`config.mk`:
```
export PLATFORM = sky130hd
export DESIGN_NAME = ardc_cmd_top
export DESIGN_NICKNAME = d
export VERILOG_FILES = /design/src/include/ardc_pkg.sv /design/src/hdl/ardc_axis_drive.sv /design/src/hdl/ardc_cmd_top.sv /design/src/hdl/ardc_sync2.sv
export SDC_FILE = /design/constraint.sdc
export NUM_CORES = 2
export LEC_CHECK = 0
export ABC_CLOCK_PERIOD_IN_PS = 18900
export BUFFER_PORTS_ARGS = -buffer_cell sky130_fd_sc_hd__buf_2
export CAP_MARGIN = 40
export CORE_MARGIN = 1.5
export CORE_UTILIZATION = 30
export CTS_BUF_LIST = sky130_fd_sc_hd__clkbuf_4 sky130_fd_sc_hd__clkbuf_8
export CTS_CLUSTER_DIAMETER = 30
export CTS_CLUSTER_SIZE = 8
export DETAILED_ROUTE_END_ITERATION = 7
export PLACE_DENSITY = 0.5
export SLEW_MARGIN = 10
export SYNTH_ARGS = -nofsm -noshare
export SYNTH_HDL_FRONTEND = slang
export SYNTH_HIERARCHICAL = 1
export SYNTH_SLANG_ARGS = --single-unit
```
`constraint.sdc`:
```
create_clock -name ref_clk -period 18.9 [get_ports ref_clk]
set_input_delay 4.725 -clock ref_clk [delete_from_list [all_inputs] [get_ports ref_clk]]
set_output_delay 4.725 -clock ref_clk [all_outputs]
set_load 0.01 [all_outputs]
```
`src/include/ardc_pkg.sv`:
```
// Package for the per-axis readback and drive command block.
// Assumes a single 100 MHz reference clock shared by every file of the block.
package ardc_pkg;

  // ----------------------------------------------------------------
  // Geometry
  // ----------------------------------------------------------------
  localparam int AXES = 4;                 // Number of axes served.
  localparam int WORD_W = 16;              // Width of each read data register.

  // ----------------------------------------------------------------
  // Command register layout
  // ----------------------------------------------------------------
  localparam int CMD_CODE_LSB = 0;         // Command code field, bits 7..0.
  localparam int CMD_CODE_MSB = 7;
  localparam int CMD_AXIS_LSB = 8;         // Axis selection field, bits 11..8.
  localparam int CMD_AXIS_MSB = 11;

  // ----------------------------------------------------------------
  // Command codes
  // ----------------------------------------------------------------
  localparam logic [7:0] CMD_SET_PULSE_COUNT = 8'h06;
  localparam logic [7:0] CMD_SET_SPLIT = 8'h17;
  localparam logic [7:0] CMD_READ_PULSE_COUNT = 8'h46;
  localparam logic [7:0] CMD_READ_SPLIT = 8'h47;
  localparam logic [7:0] CMD_READ_INPUTS = 8'h48;
  localparam logic [7:0] CMD_DRIVE_RELATIVE = 8'h50;

  // ----------------------------------------------------------------
  // Parameter limits and reset values
  // ----------------------------------------------------------------
  localparam logic signed [31:0] PULSE_COUNT_MAX = 32'sh7FFFFFFE;
  localparam logic signed [31:0] PULSE_COUNT_MIN = -32'sh7FFFFFFE;
  localparam logic signed [31:0] PULSE_COUNT_RST = 32'sh00000000;
  localparam logic [15:0] SPLIT_LEN_MIN = 16'h0002;
  localparam logic [15:0] SPLIT_WIDTH_MIN = 16'h0001;
  localparam logic [15:0] SPLIT_WIDTH_MAX = 16'hFFFE;
  localparam logic [15:0] SPLIT_LEN_RST = 16'h0002;
  localparam logic [15:0] SPLIT_WIDTH_RST = 16'h0001;
  localparam logic [15:0] READ_DATA_RST = 16'h0000;

  // ----------------------------------------------------------------
  // Timing
  // ----------------------------------------------------------------
  localparam int CLK_PERIOD_NS = 10;       // Reference clock period.
  localparam int PULSE_PERIOD_NS = 40;     // Fixed pulse period while driving.
  localparam int PULSE_PERIOD_CYC = (PULSE_PERIOD_NS + CLK_PERIOD_NS - 1) / CLK_PERIOD_NS;

  // Drive sequencer states, Gray coded along idle, run, hold.
  typedef enum logic [1:0] {
    DRV_IDLE = 2'b00,
    DRV_RUN = 2'b01,
    DRV_HOLD = 2'b11
  } ardc_drv_e;

endpackage : ardc_pkg

```
`src/hdl/ardc_axis_drive.sv`:
```
// One axis of relative drive: pulse steering, busy and position count.
// Assumes start is a one-cycle pulse and the in-position level is synchronised.
`timescale 1ns/1ps
module ardc_axis_drive (
  // Clock and reset.
  input wire logic ref_clk,
  input wire logic rst,
  // Start request and its signed pulse count.
  input wire logic start,
  input wire logic signed [31:0] pulse_count,
  // Servo in-position handling.
  input wire logic inpos_enable,
  input wire logic inpos_active,
  // Axis outputs.
  output logic busy,
  output logic plus_pulse_output,
  output logic minus_pulse_output,
  output logic signed [31:0] logical_position
);
  import ardc_pkg::*;

  // ----------------------------------------------------------------
  // State
  // ----------------------------------------------------------------
  ardc_drv_e state_reg; // Sequencer state.
  logic [31:0] remain_reg; // Pulses still to emit.
  logic [7:0] period_reg; // Position inside one pulse period.
  logic dir_pos_reg; // High when pulses go to the plus output.
  logic emit; // A pulse leaves on the next edge.

  assign emit = (state_reg == DRV_RUN) && (remain_reg != 32'h00000000) && (period_reg == 8'h00);
  assign busy = (state_reg != DRV_IDLE);

  // Sequencer: run until the count is spent, then optionally hold.
  always_ff @(posedge ref_clk or posedge rst) begin
    if (rst) begin
      state_reg <= DRV_IDLE;
    end else begin
      unique case (state_reg)
        DRV_IDLE: begin
          if (start) begin
            state_reg <= DRV_RUN;
          end
        end
        DRV_RUN: begin
          if (remain_reg == 32'h00000000) begin
            // The servo may still be settling, so busy is kept until it reports.
            state_reg <= (inpos_enable && !inpos_active) ? DRV_HOLD : DRV_IDLE;
          end
        end
        DRV_HOLD: begin
          if (inpos_active) begin
            state_reg <= DRV_IDLE;
          end
        end
        default: begin
          state_reg <= DRV_IDLE;
        end
      endcase
    end
  end

  // Count and direction are latched at start; the sign picks the output.
  always_ff @(posedge ref_clk or posedge rst) begin
    if (rst) begin
      remain_reg <= 32'h00000000;
      dir_pos_reg <= 1'b1;
    end else if (start && state_reg == DRV_IDLE) begin
      dir_pos_reg <= !pulse_count[31];
      remain_reg <= pulse_count[31] ? 32'(-pulse_count) : 32'(pulse_count);
    end else if (emit) begin
      remain_reg <= remain_reg - 32'h00000001;
    end
  end

  // Period counter paces the pulses; no profile generator is modelled.
  always_ff @(posedge ref_clk or posedge rst) begin
    if (rst) begin
      period_reg <= 8'h00;
    end else if (state_reg != DRV_RUN || period_reg == 8'(PULSE_PERIOD_CYC - 1)) begin
      period_reg <= 8'h00;
    end else begin
      period_reg <= period_reg + 8'h01;
    end
  end

  // Registered pulse outputs, one cycle high per pulse.
  always_ff @(posedge ref_clk or posedge rst) begin
    if (rst) begin
      plus_pulse_output <= 1'b0;
      minus_pulse_output <= 1'b0;
    end else begin
      plus_pulse_output <= emit && dir_pos_reg;
      minus_pulse_output <= emit && !dir_pos_reg;
    end
  end

  // Logical position follows every emitted pulse.
  always_ff @(posedge ref_clk or posedge rst) begin
    if (rst) begin
      logical_position <= 32'sh00000000;
    end else if (emit) begin
      logical_position <= dir_pos_reg ? logical_position + 32'sh00000001
                                      : logical_position - 32'sh00000001;
    end
  end
endmodule : ardc_axis_drive

```
`src/hdl/ardc_cmd_top.sv`:
```
// Command interpreter for the pulse-count, split and input readbacks and relative drive.
// Assumes the host writes a command word as a one-cycle strobe synchronous to ref_clk;
// pins from outside the clock domain are synchronised here.
`timescale 1ns/1ps

// Behaviour
// - Pulse count readback fills both read registers.
// - Readback returns value loaded by synchronous action.
// - Pulse count limited to plus/minus 2^31-2.
// - Split readback: length low, width high.
// - Split length 2..65535, width 1..65534.
// - Split readback reports synchronously loaded value.
// - Input readback needs no axis selection.
// - Low register holds bus pins in I2C mode.
// - General inputs in high register bits 7..0.
// - Low pin reads 0, high pin reads 1.
// - Drive command starts selected axes at once.
// - Busy bit high while axis emits pulses.
// - Busy held until servo in-position when enabled.
// - Positive count plus output, negative minus output.
// - Position counts up plus, down minus.
module ardc_cmd_top (
  // Clock and reset.
  input wire logic ref_clk,
  input wire logic rst,
  // Command register write: code in bits 7..0, axes in bits 11..8.
  input wire logic command_wr,
  input wire logic [15:0] command_register,
  input wire logic [31:0] command_param,
  // Synchronous action loads from the multi-purpose register.
  input wire logic [ardc_pkg::AXES-1:0] sync_load_pulse_count,
  input wire logic [ardc_pkg::AXES-1:0] sync_load_split,
  input wire logic [31:0] multi_purpose_reg,
  // Pins sampled by the input readback.
  input wire logic i2c_mode_pin,
  input wire logic [15:0] host_data_bus_pins,
  input wire logic [7:0] general_input_pins,
  // Servo in-position pins and their enables.
  input wire logic [ardc_pkg::AXES-1:0] servo_in_position_input,
  input wire logic [ardc_pkg::AXES-1:0] inpos_enable,
  // Read data and status.
  output logic [ardc_pkg::WORD_W-1:0] read_data_low,
  output logic [ardc_pkg::WORD_W-1:0] read_data_high,
  output logic [ardc_pkg::WORD_W-1:0] main_status_register,
  // Axis pulse outputs and position counters.
  output logic [ardc_pkg::AXES-1:0] plus_pulse_output,
  output logic [ardc_pkg::AXES-1:0] minus_pulse_output,
  output logic [ardc_pkg::AXES*32-1:0] logical_position
);
  import ardc_pkg::*;

  // ----------------------------------------------------------------
  // Declarations
  // ----------------------------------------------------------------
  logic [7:0] cmd_code; // Decoded command code.
  logic [AXES-1:0] cmd_axes; // Decoded axis selection.
  logic [1:0] rd_axis; // Lowest selected axis, used by readbacks.
  logic signed [31:0] pulse_count_finish_point_reg [AXES]; // Per-axis pulse count.
  logic [15:0] split_len_reg [AXES]; // Per-axis split length.
  logic [15:0] split_width_reg [AXES]; // Per-axis split pulse width.
  logic [AXES-1:0] axis_busy_bit; // Busy flags from the axes.
  logic [AXES-1:0] drive_start; // One-cycle start per axis.
  logic [AXES-1:0] inpos_sync; // Synchronised in-position levels.
  logic [15:0] bus_sync; // Synchronised host data bus pins.
  logic [7:0] gpin_sync; // Synchronised general input pins.
  logic i2c_sync; // Synchronised interface mode strap.
  logic signed [31:0] param_clamped; // Written pulse count held within range.
  logic signed [31:0] mpr_clamped; // Loaded pulse count held within range.

  assign cmd_code = command_register[CMD_CODE_MSB:CMD_CODE_LSB];
  assign cmd_axes = command_register[CMD_AXIS_MSB:CMD_AXIS_LSB];
  assign main_status_register = {{(WORD_W - AXES){1'b0}}, axis_busy_bit};

  // ----------------------------------------------------------------
  // Pin synchronisers
  // ----------------------------------------------------------------
  ardc_sync2 #(.W(16)) u_sync_bus (
    .ref_clk(ref_clk),
    .rst(rst),
    .async_in(host_data_bus_pins),
    .sync_out(bus_sync)
  );

  ardc_sync2 #(.W(8)) u_sync_gpin (
    .ref_clk(ref_clk),
    .rst(rst),
    .async_in(general_input_pins),
    .sync_out(gpin_sync)
  );

  ardc_sync2 #(.W(AXES + 1)) u_sync_misc (
    .ref_clk(ref_clk),
    .rst(rst),
    .async_in({i2c_mode_pin, servo_in_position_input}),
    .sync_out({i2c_sync, inpos_sync})
  );

  // ----------------------------------------------------------------
  // Axis selection and range limiting
  // ----------------------------------------------------------------

  // Readbacks report one axis; the lowest selected one wins a multi-axis write.
  always_comb begin
    rd_axis = 2'd0;
    for (int i = AXES - 1; i >= 0; i--) begin
      if (cmd_axes[i]) begin
        rd_axis = 2'(i);
      end
    end
  end

  // Clamping protects the drive from counts whose magnitude cannot be negated.
  function automatic logic signed [31:0] clamp_count(input logic signed [31:0] v);
    if (v > PULSE_COUNT_MAX) begin
      return PULSE_COUNT_MAX;
    end else if (v < PULSE_COUNT_MIN) begin
      return PULSE_COUNT_MIN;
    end
    return v;
  endfunction : clamp_count

  // Split length below its floor is raised to it.
  function automatic logic [15:0] clamp_len(input logic [15:0] v);
    return (v < SPLIT_LEN_MIN) ? SPLIT_LEN_MIN : v;
  endfunction : clamp_len

  // Split width is held inside 1..65534.
  function automatic logic [15:0] clamp_width(input logic [15:0] v);
    if (v < SPLIT_WIDTH_MIN) begin
      return SPLIT_WIDTH_MIN;
    end else if (v > SPLIT_WIDTH_MAX) begin
      return SPLIT_WIDTH_MAX;
    end
    return v;
  endfunction : clamp_width

  assign param_clamped = clamp_count(command_param);
  assign mpr_clamped = clamp_count(multi_purpose_reg);

  // ----------------------------------------------------------------
  // Parameter storage
  // ----------------------------------------------------------------

  // Pulse count: a synchronous load takes precedence over a host write in the
  // same cycle, since the action is the later event in the machine's view.
  always_ff @(posedge ref_clk or posedge rst) begin
    if (rst) begin
      for (int i = 0; i < AXES; i++) begin
        pulse_count_finish_point_reg[i] <= PULSE_COUNT_RST;
      end
    end else begin
      for (int i = 0; i < AXES; i++) begin
        if (sync_load_pulse_count[i]) begin
          pulse_count_finish_point_reg[i] <= mpr_clamped;
        end else if (command_wr && cmd_code == CMD_SET_PULSE_COUNT && cmd_axes[i]) begin
          pulse_count_finish_point_reg[i] <= param_clamped;
        end
      end
    end
  end

  // Split settings: length in the low half of the value, width in the high half.
  always_ff @(posedge ref_clk or posedge rst) begin
    if (rst) begin
      for (int i = 0; i < AXES; i++) begin
        split_len_reg[i] <= SPLIT_LEN_RST;
        split_width_reg[i] <= SPLIT_WIDTH_RST;
      end
    end else begin
      for (int i = 0; i < AXES; i++) begin
        if (sync_load_split[i]) begin
          split_len_reg[i] <= clamp_len(multi_purpose_reg[15:0]);
          split_width_reg[i] <= clamp_width(multi_purpose_reg[31:16]);
        end else if (command_wr && cmd_code == CMD_SET_SPLIT && cmd_axes[i]) begin
          split_len_reg[i] <= clamp_len(command_param[15:0]);
          split_width_reg[i] <= clamp_width(command_param[31:16]);
        end
      end
    end
  end

  // ----------------------------------------------------------------
  // Readback registers
  // ----------------------------------------------------------------

  // Other codes leave the read registers unchanged so a late read still sees
  // the previous answer.
  always_ff @(posedge ref_clk or posedge rst) begin
    if (rst) begin
      read_data_low <= READ_DATA_RST;
      read_data_high <= READ_DATA_RST;
    end else if (command_wr) begin
      unique case (cmd_code)
        CMD_READ_PULSE_COUNT: begin
          read_data_low <= pulse_count_finish_point_reg[rd_axis][15:0];
          read_data_high <= pulse_count_finish_point_reg[rd_axis][31:16];
        end
        CMD_READ_SPLIT: begin
          read_data_low <= split_len_reg[rd_axis];
          read_data_high <= split_width_reg[rd_axis];
        end
        CMD_READ_INPUTS: begin
          // Axis bits are ignored entirely here.
          read_data_low <= i2c_sync ? bus_sync : 16'h0000;
          read_data_high <= {8'h00, gpin_sync};
        end
        default: begin
          read_data_low <= read_data_low;
          read_data_high <= read_data_high;
        end
      endcase
    end
  end

  // ----------------------------------------------------------------
  // Axes
  // ----------------------------------------------------------------

  // A relative drive starts every selected axis in the write cycle itself;
  // a busy axis ignores the request inside its sequencer.
  assign drive_start = (command_wr && cmd_code == CMD_DRIVE_RELATIVE) ? cmd_axes
                                                                       : '0;

  for (genvar g = 0; g < AXES; g++) begin : g_axis
    ardc_axis_drive u_axis (
      .ref_clk(ref_clk),
      .rst(rst),
      .start(drive_start[g]),
      .pulse_count(pulse_count_finish_point_reg[g]),
      .inpos_enable(inpos_enable[g]),
      .inpos_active(inpos_sync[g]),
      .busy(axis_busy_bit[g]),
      .plus_pulse_output(plus_pulse_output[g]),
      .minus_pulse_output(minus_pulse_output[g]),
      .logical_position(logical_position[g*32 +: 32])
    );
  end
endmodule : ardc_cmd_top

```
`src/hdl/ardc_sync2.sv`:
```
// Two-flop synchroniser for a bus of independent level inputs.
// Assumes each bit is a slow level; no word coherence is promised.
`timescale 1ns/1ps
module ardc_sync2 #(
  parameter int W = 1
) (
  // Clock and reset.
  input wire logic ref_clk,
  input wire logic rst,
  // Asynchronous level in, synchronised level out.
  input wire logic [W-1:0] async_in,
  output logic [W-1:0] sync_out
);

  // ----------------------------------------------------------------
  // Synchroniser chain
  // ----------------------------------------------------------------
  logic [W-1:0] meta_reg; // First stage, read only by the second stage.

  // Both stages reset to zero so reads after reset are defined.
  always_ff @(posedge ref_clk or posedge rst) begin
    if (rst) begin
      meta_reg <= '0;
      sync_out <= '0;
    end else begin
      meta_reg <= async_in;
      sync_out <= meta_reg;
    end
  end

endmodule : ardc_sync2

```
Yosys cells after proc, flatten, opt, wreduce, memory -nomap -nowiden
Index checks and enable logic that the tools add are counted.
Cells by class
  add/sub/neg operators: 20
  order comparisons: 11
  equality and inequality tests: 34
  muxes and demuxes: 121
  bitwise logic cells: 1
  reduce and logical (&&, ||, !) cells: 89
Operators with widths (number)
  2-to-1 mux 32 bit: 32
  2-to-1 mux 16 bit: 35
  adder 32 x 2 -> 32 bit, second input constant: 4
  logical NOT 32 bit: 4
  negator 32 bit: 4
  nonzero test 32 bit: 4
  subtractor 32 x 1 -> 32 bit, second input constant: 4
  subtractor 32 x 2 -> 32 bit, second input constant: 4
  one-hot mux 16 bit (3 select lines): 2
  binary-select mux 16 bit (select 2 bit): 2
  binary-select mux 32 bit (select 2 bit): 1
  > comparator 32 bit, second input constant: 2
  less-than comparator 32 bit, second input constant: 2
  2-to-1 mux 2 bit: 20
  logical AND 1 bit: 35
  adder 8 x 1 -> 8 bit, second input constant: 4
  equality test 8 x 2 -> 1 bit, second input constant: 4
  equality test 8 x 7 -> 1 bit, second input constant: 4
  > comparator 16 bit, second input constant: 2
  logical NOT 8 bit: 4
  less-than comparator 16 x 1 -> 1 bit, second input constant: 2
  less-than comparator 16 x 2 -> 1 bit, second input constant: 2
  2-to-1 mux 8 bit: 4
  nonzero test 2 bit: 16
  17 further kinds: 79
Storage, ports and cells
  register bits after elaboration: 654
  input port bits: 124
  logic and storage cells: 324

Depth between registers and ports, before layout
  depth after elaboration: 9
  mapped depth: 11
  gate-level depth less buffers: 10

Cells and area by module
Netlist, hierarchy kept.
Modules (own cells, without submodules)
  ardc_axis_drive: instances 4, cells each 669, area each 5661.7 sq um, sequential area each 1928.1 sq um
  ardc_cmd_top: instances 1, cells each 1780, area each 16128.0 sq um, sequential area each 7216.9 sq um
  ardc_sync2 (u_sync_bus): instances 1, cells each 33, area each 804.5 sq um, sequential area each 800.8 sq um
  ardc_sync2 (u_sync_gpin): instances 1, cells each 17, area each 404.1 sq um, sequential area each 400.4 sq um
  ardc_sync2 (u_sync_misc): instances 1, cells each 11, area each 254.0 sq um, sequential area each 250.2 sq um

Worst setup path before layout
OpenSTA, ideal clock, no wires.
  path type: input to register
  start: input command_register[0]
  end: register g_axis[2].u_axis.remain_reg[28]
  library setup time: 0.076 ns
  data arrival time: 6.376 ns
  required time: 18.824 ns
  path slack: 12.448 ns
  cell stages on the path: 10
  buffers on the path: 3
  path through: or2_2 nor3_1 and3_1 and2_1 and2_1 clkbuf_1 clkbuf_1 buf_1 nand2_1 o21ai_1
On the way
  word-level cells in the longest chain between the ends: 5
  elaborated cells on any way between the ends: 6
  those cells by class: eq/ne (1); mux (2); reduce/logical (3)
Ends and longest elaborated chain
  start, declared: RTL line ardc_cmd_top.sv:28  | input wire logic [15:0] command_register,
  equality test 8 x 7 -> 1 bit (*): RTL line ardc_cmd_top.sv:221  | assign drive_start = (command_wr && cmd_code == CMD_DRIVE_RELATIVE) ? cmd_axes
  logical AND 1 bit (*): RTL line ardc_cmd_top.sv:221
  2-to-1 mux 4 bit (*): RTL line ardc_cmd_top.sv:221
  net drive_start[2]: RTL line ardc_cmd_top.sv:62  | logic [AXES-1:0] drive_start;
  logical AND 1 bit (*): RTL line ardc_axis_drive.sv:68  | end else if (start && state_reg == DRV_IDLE) begin
  2-to-1 mux 32 bit or nonzero test 2 bit (tied branches)
  end signal, assigned: RTL line ardc_axis_drive.sv:70  | remain_reg <= pulse_count[31] ? 32'(-pulse_count) : 32'(pulse_count);
  end signal, assigned: RTL line ardc_axis_drive.sv:72  | remain_reg <= remain_reg - 32'h00000001;
  end, declared: RTL line ardc_axis_drive.sv:26  | logic [31:0] remain_reg;
The timed path passes the listed nets; every way through them passes the cells marked *.
A chain may end at the register's enable or synchronous reset.

Worst setup path in the final report
  start: input command_register[10]
  end: register read_data_high[10] (netlist name)
On the way
  word-level cells in the longest chain between the ends: 8
  elaborated cells on any way between the ends: 11
  those cells by class: mux (10); bitwise (1)
Ends and longest elaborated chain
  2-to-1 mux 2 bit (*) (3 in a row): RTL line ardc_cmd_top.sv:106  | if (cmd_axes[i]) begin
  inverter 2 -> 3 bit (not written as such) (*): RTL line ardc_cmd_top.sv:196, ardc_cmd_top.sv:200
  binary-select mux 16 bit (select 2 bit) or binary-select mux 32 bit (select 2 bit) (tied branches): RTL line ardc_cmd_top.sv:200, ardc_cmd_top.sv:196
  2-to-1 mux 16 bit (not written as such) or 2-to-1 mux 32 bit (tied branches) (2 in a row): RTL line ardc_cmd_top.sv:200, ardc_cmd_top.sv:196
  one-hot mux 16 bit (3 select lines) (*): RTL line ardc_cmd_top.sv:193  | unique case (cmd_code)
  end signal, assigned: RTL line ardc_cmd_top.sv:196  | read_data_high <= pulse_count_finish_point_reg[rd_axis][31:16];
  end signal, assigned: RTL line ardc_cmd_top.sv:200  | read_data_high <= split_width_reg[rd_axis];
  end signal, assigned: RTL line ardc_cmd_top.sv:205  | read_data_high <= {8'h00, gpin_sync};
  end, declared: RTL line ardc_cmd_top.sv:43  | output logic [ardc_pkg::WORD_W-1:0] read_data_high,
Every way passes the cells marked *; elsewhere a longest branch is shown, timed or not. The select of a mux whose other input is x is not followed.

==> summary.txt <==
Die
  – Die ar.: 136000 µm²
  – Die height: 369 µm
  – Starting density of the core: 0.302
  – DIE WIDTH: 369 µm
  – Core area: 133000 µm²
  – Ports: 308
  – Row count: 134

Place
  – Buffers on Ports: 291
  – DP Area: 43300 µm²
  – DP HPWL: 94600 µm
  – Placement Setup Slack: 10.85 ns
  – GP Congestion: 0.881

Logic synthesis
  – Yosys reg bits: 654
  – Synth warn: 6
  – Sequential area share after synthesis: 0.407
  – Synth cell types: 81
  – Synth area leaders: dfrtp_1 40%, mux2i_1 7.2%, o21ai_0 6.6%
  – Post-synthesis average cell area: 8.91 µm²
  – Mapped Area: 40200 µm²
  – Post-synth top area share: 0.399
  – Async set or reset register ratio after synthesis: 1.00
  – EDFF count, synth: 0
  – Mapped Cells: 4517
  – Dominant synthesized flop cell: dfrtp_1
  – Leading area contributor after synthesis: dfrtp_1

STA
  – Worst setup slack after layout: 11.57 ns
  – Setup violations, final: 0
  – Rel. slew slack: 0.329
  – TNS Setup: 0 ns
  – Final slew viol count: 0
  – Worst Skew: 0.0567 ns
  – Unrepaired setup endpoints after global routing: no
  – Post-route minimum period: 7.33 ns
  – Period Utilization, post-route: 0.388
  – Final Hold Vio Count: 0
  – Worst-margin pin slew: 1.01 ns
  – FMAX: 0.136 GHz

Global routing
  – First-pass GRT wire length: 208000 µm
  – Initial antenna violation count: 23
  – Largest net degree at the start of global routing: 169
  – Gr usage total: 0.198
  – Grt ovf: 0
  – Vias in the first global route: 33491

Power
  – Pleak: 21.1 nW
  – Max IR drop VDD: 0.0601 mV
  – Pwr Density: 93.0 nW/µm²

Clock tree
  – H-tree Lvls: 4
  – Clock sink total: 654
  – Clk buf depth: 3
  – Clock Root Buffer: clkbuf_8
  – Post-CTS setup buffer count: 0
  – Hold Buf Count CTS: 0
  – Cts repair resizes: 0
  – Clk slew on worst S/H paths: 0.05 ns
  – CTS buffer count: 199
  – CTS tree: built
  – Clk_lat worst skew: 0.94 ns

Routing
  – Vias per inst: 5.17
  – Vias: 34798
  – Drc violations: 0
  – Iteration-0 DRC Markers: 2661
  – Total Wirelength: 137000 µm
  – Final ANT Viol Nets: 0
  – DR WL/cell: 20.4 µm
  – Detailed-router iteration count before antenna repair: 7

Layout
  – Nets: 5046
  – Layout cells sized above 1: 0.167
  – Commonest non-fill, non-tap cell in the layout: nand2_1
  – Sequential Area: 16400 µm²
  – Multi-input combinational cell area: 22200 µm²
  – Synthesis-to-layout area growth: 20.6%
  – Filler Cells Inserted: 13661
  – Finished Cell Area: 48500 µm²
  – Commonest cells after routing, fill and taps aside: 685 x nand2_1, 642 x dfrtp_1, 528 x o21ai_0

Setup path
  – Arr. time, crit path: 8.17 ns
  – Startpoint Class: input pin
  – Worst Path Required: 19.74 ns
  – Crit end category: flip-flop
  – Crit path max fanout: 40
  – Crit Path Class: in2reg

Run status
  – Status: completed

Job
  – Reported max-cap violation count: 0

Worst hold path
  – Worst Hold Class: reg2reg
## cell families after synthesis
logic type      share of synthesized area
fa+ha+maj                          0.0443
compound gates                      0.175
mux                                0.0735
simple gates                        0.175
other cells                     0.0000932
buf+inv                            0.0431
xor+xnor                           0.0818
flops                               0.407
## per-stage QoR
| step | util | cells | total power (W) | hold slack [ns] |
|---|---|---|---|---|
| finish | 0.364 | 6734 | 0.00451 | 0.345 |
| global route | 0.364 | 6733 | 0.00470 | 0.348 |
| CTS | 0.364 | 6726 | 0.00458 | 0.347 |
| detailed placement | 0.325 | 6349 | 0.00194 | 0.335 |
| global placement | 0.322 | 6331 | 0.00193 | 0.333 |
| floorplan | - | 4528 | 0.00177 | 0.331 |
## worst paths after layout
path                                              startpoint                               endpoint  slack (ns)  depth (start not counted)
min in group asynchronous                                rst                      split_len_reg[15]        4.03                          2
max in group asynchronous                                rst                    split_width_reg[56]       13.15                          4
worst min-delay path                 u_sync_gpin/meta_reg[3]                u_sync_gpin/sync_out[3]        0.34                          0
worst max register to register  g_axis[3].u_axis/dir_pos_reg  g_axis[3].u_axis/logical_position[31]       14.66                         10
worst max-delay path                    command_register[10]                     read_data_high[10]       11.57                          9
worst min register to register       u_sync_gpin/meta_reg[3]                u_sync_gpin/sync_out[3]        0.34                          0
## cell type report
cell class	count	share of cell area
timing repair buffer	358	0.0459
clock buffer	263	0.0717
multi-input combinational	3483	0.457
clock inverter	114	0.0346
sequential	654	0.338
tap	1768	0.0456
inverter	86	0.00691
antenna	8	0.000412
## layer usage
| layer | wire [µm] | GRT usage | part of all wire | up-vias |
|---|---|---|---|---|
| met5 | 111 | 0 | 0.00081 | - |
| met4 | 5360 | 0.0867 | 0.039 | 18 |
| met3 | 8900 | 0.0445 | 0.065 | 293 |
| met2 | 62300 | 0.309 | 0.45 | 1112 |
| met1 | 60400 | 0.260 | 0.44 | 16698 |
| li1 | - | - | - | 16677 |
## report_power, final
part | internal [W] | switching (W) | total [W] | leakage, nW
Clock | 0.00170 | 0.000888 | 0.00259 | 2.63
Sequential | 0.00147 | 0.0000866 | 0.00156 | 7.26
Combinational | 0.000133 | 0.000233 | 0.000365 | 11.3
Total | 0.00331 | 0.00121 | 0.00451 | 21.1
## critical path, cell delays in order
cell      delay [ns]
buf_2           0.07
buf_4           0.45
nand2b_1        0.69
a21o_2          0.45
buf_12          0.25
buf_4           0.49
nand2_1         0.11
a311oi_1        0.70
a211o_1         0.18
## Yosys cell counts (all sizes together), types with 13 or more instances
master / n
xnor2: 224
o21bai: 16
a211o: 15
a21o: 58
a41oi: 13
nor2b: 13
a31oi: 29
buf: 120
ha: 136
and3: 28
a2bb2oi: 32
inv: 86
xor2: 152
nand3: 70
nand4: 41
clkbuf: 185
a211oi: 20
nor2: 241
a21oi: 199
o41ai: 18
nor4: 62
o21ai: 600
dfrtp: 642
a311oi: 15
or2: 27
or3: 45
o31ai: 56
o32a: 19
and2: 23
mux2i: 290
nor3b: 13
or4: 36
nand2: 696
nor3: 119
o211ai: 17
nand2b: 15
(Power assumes the default switching activity.)
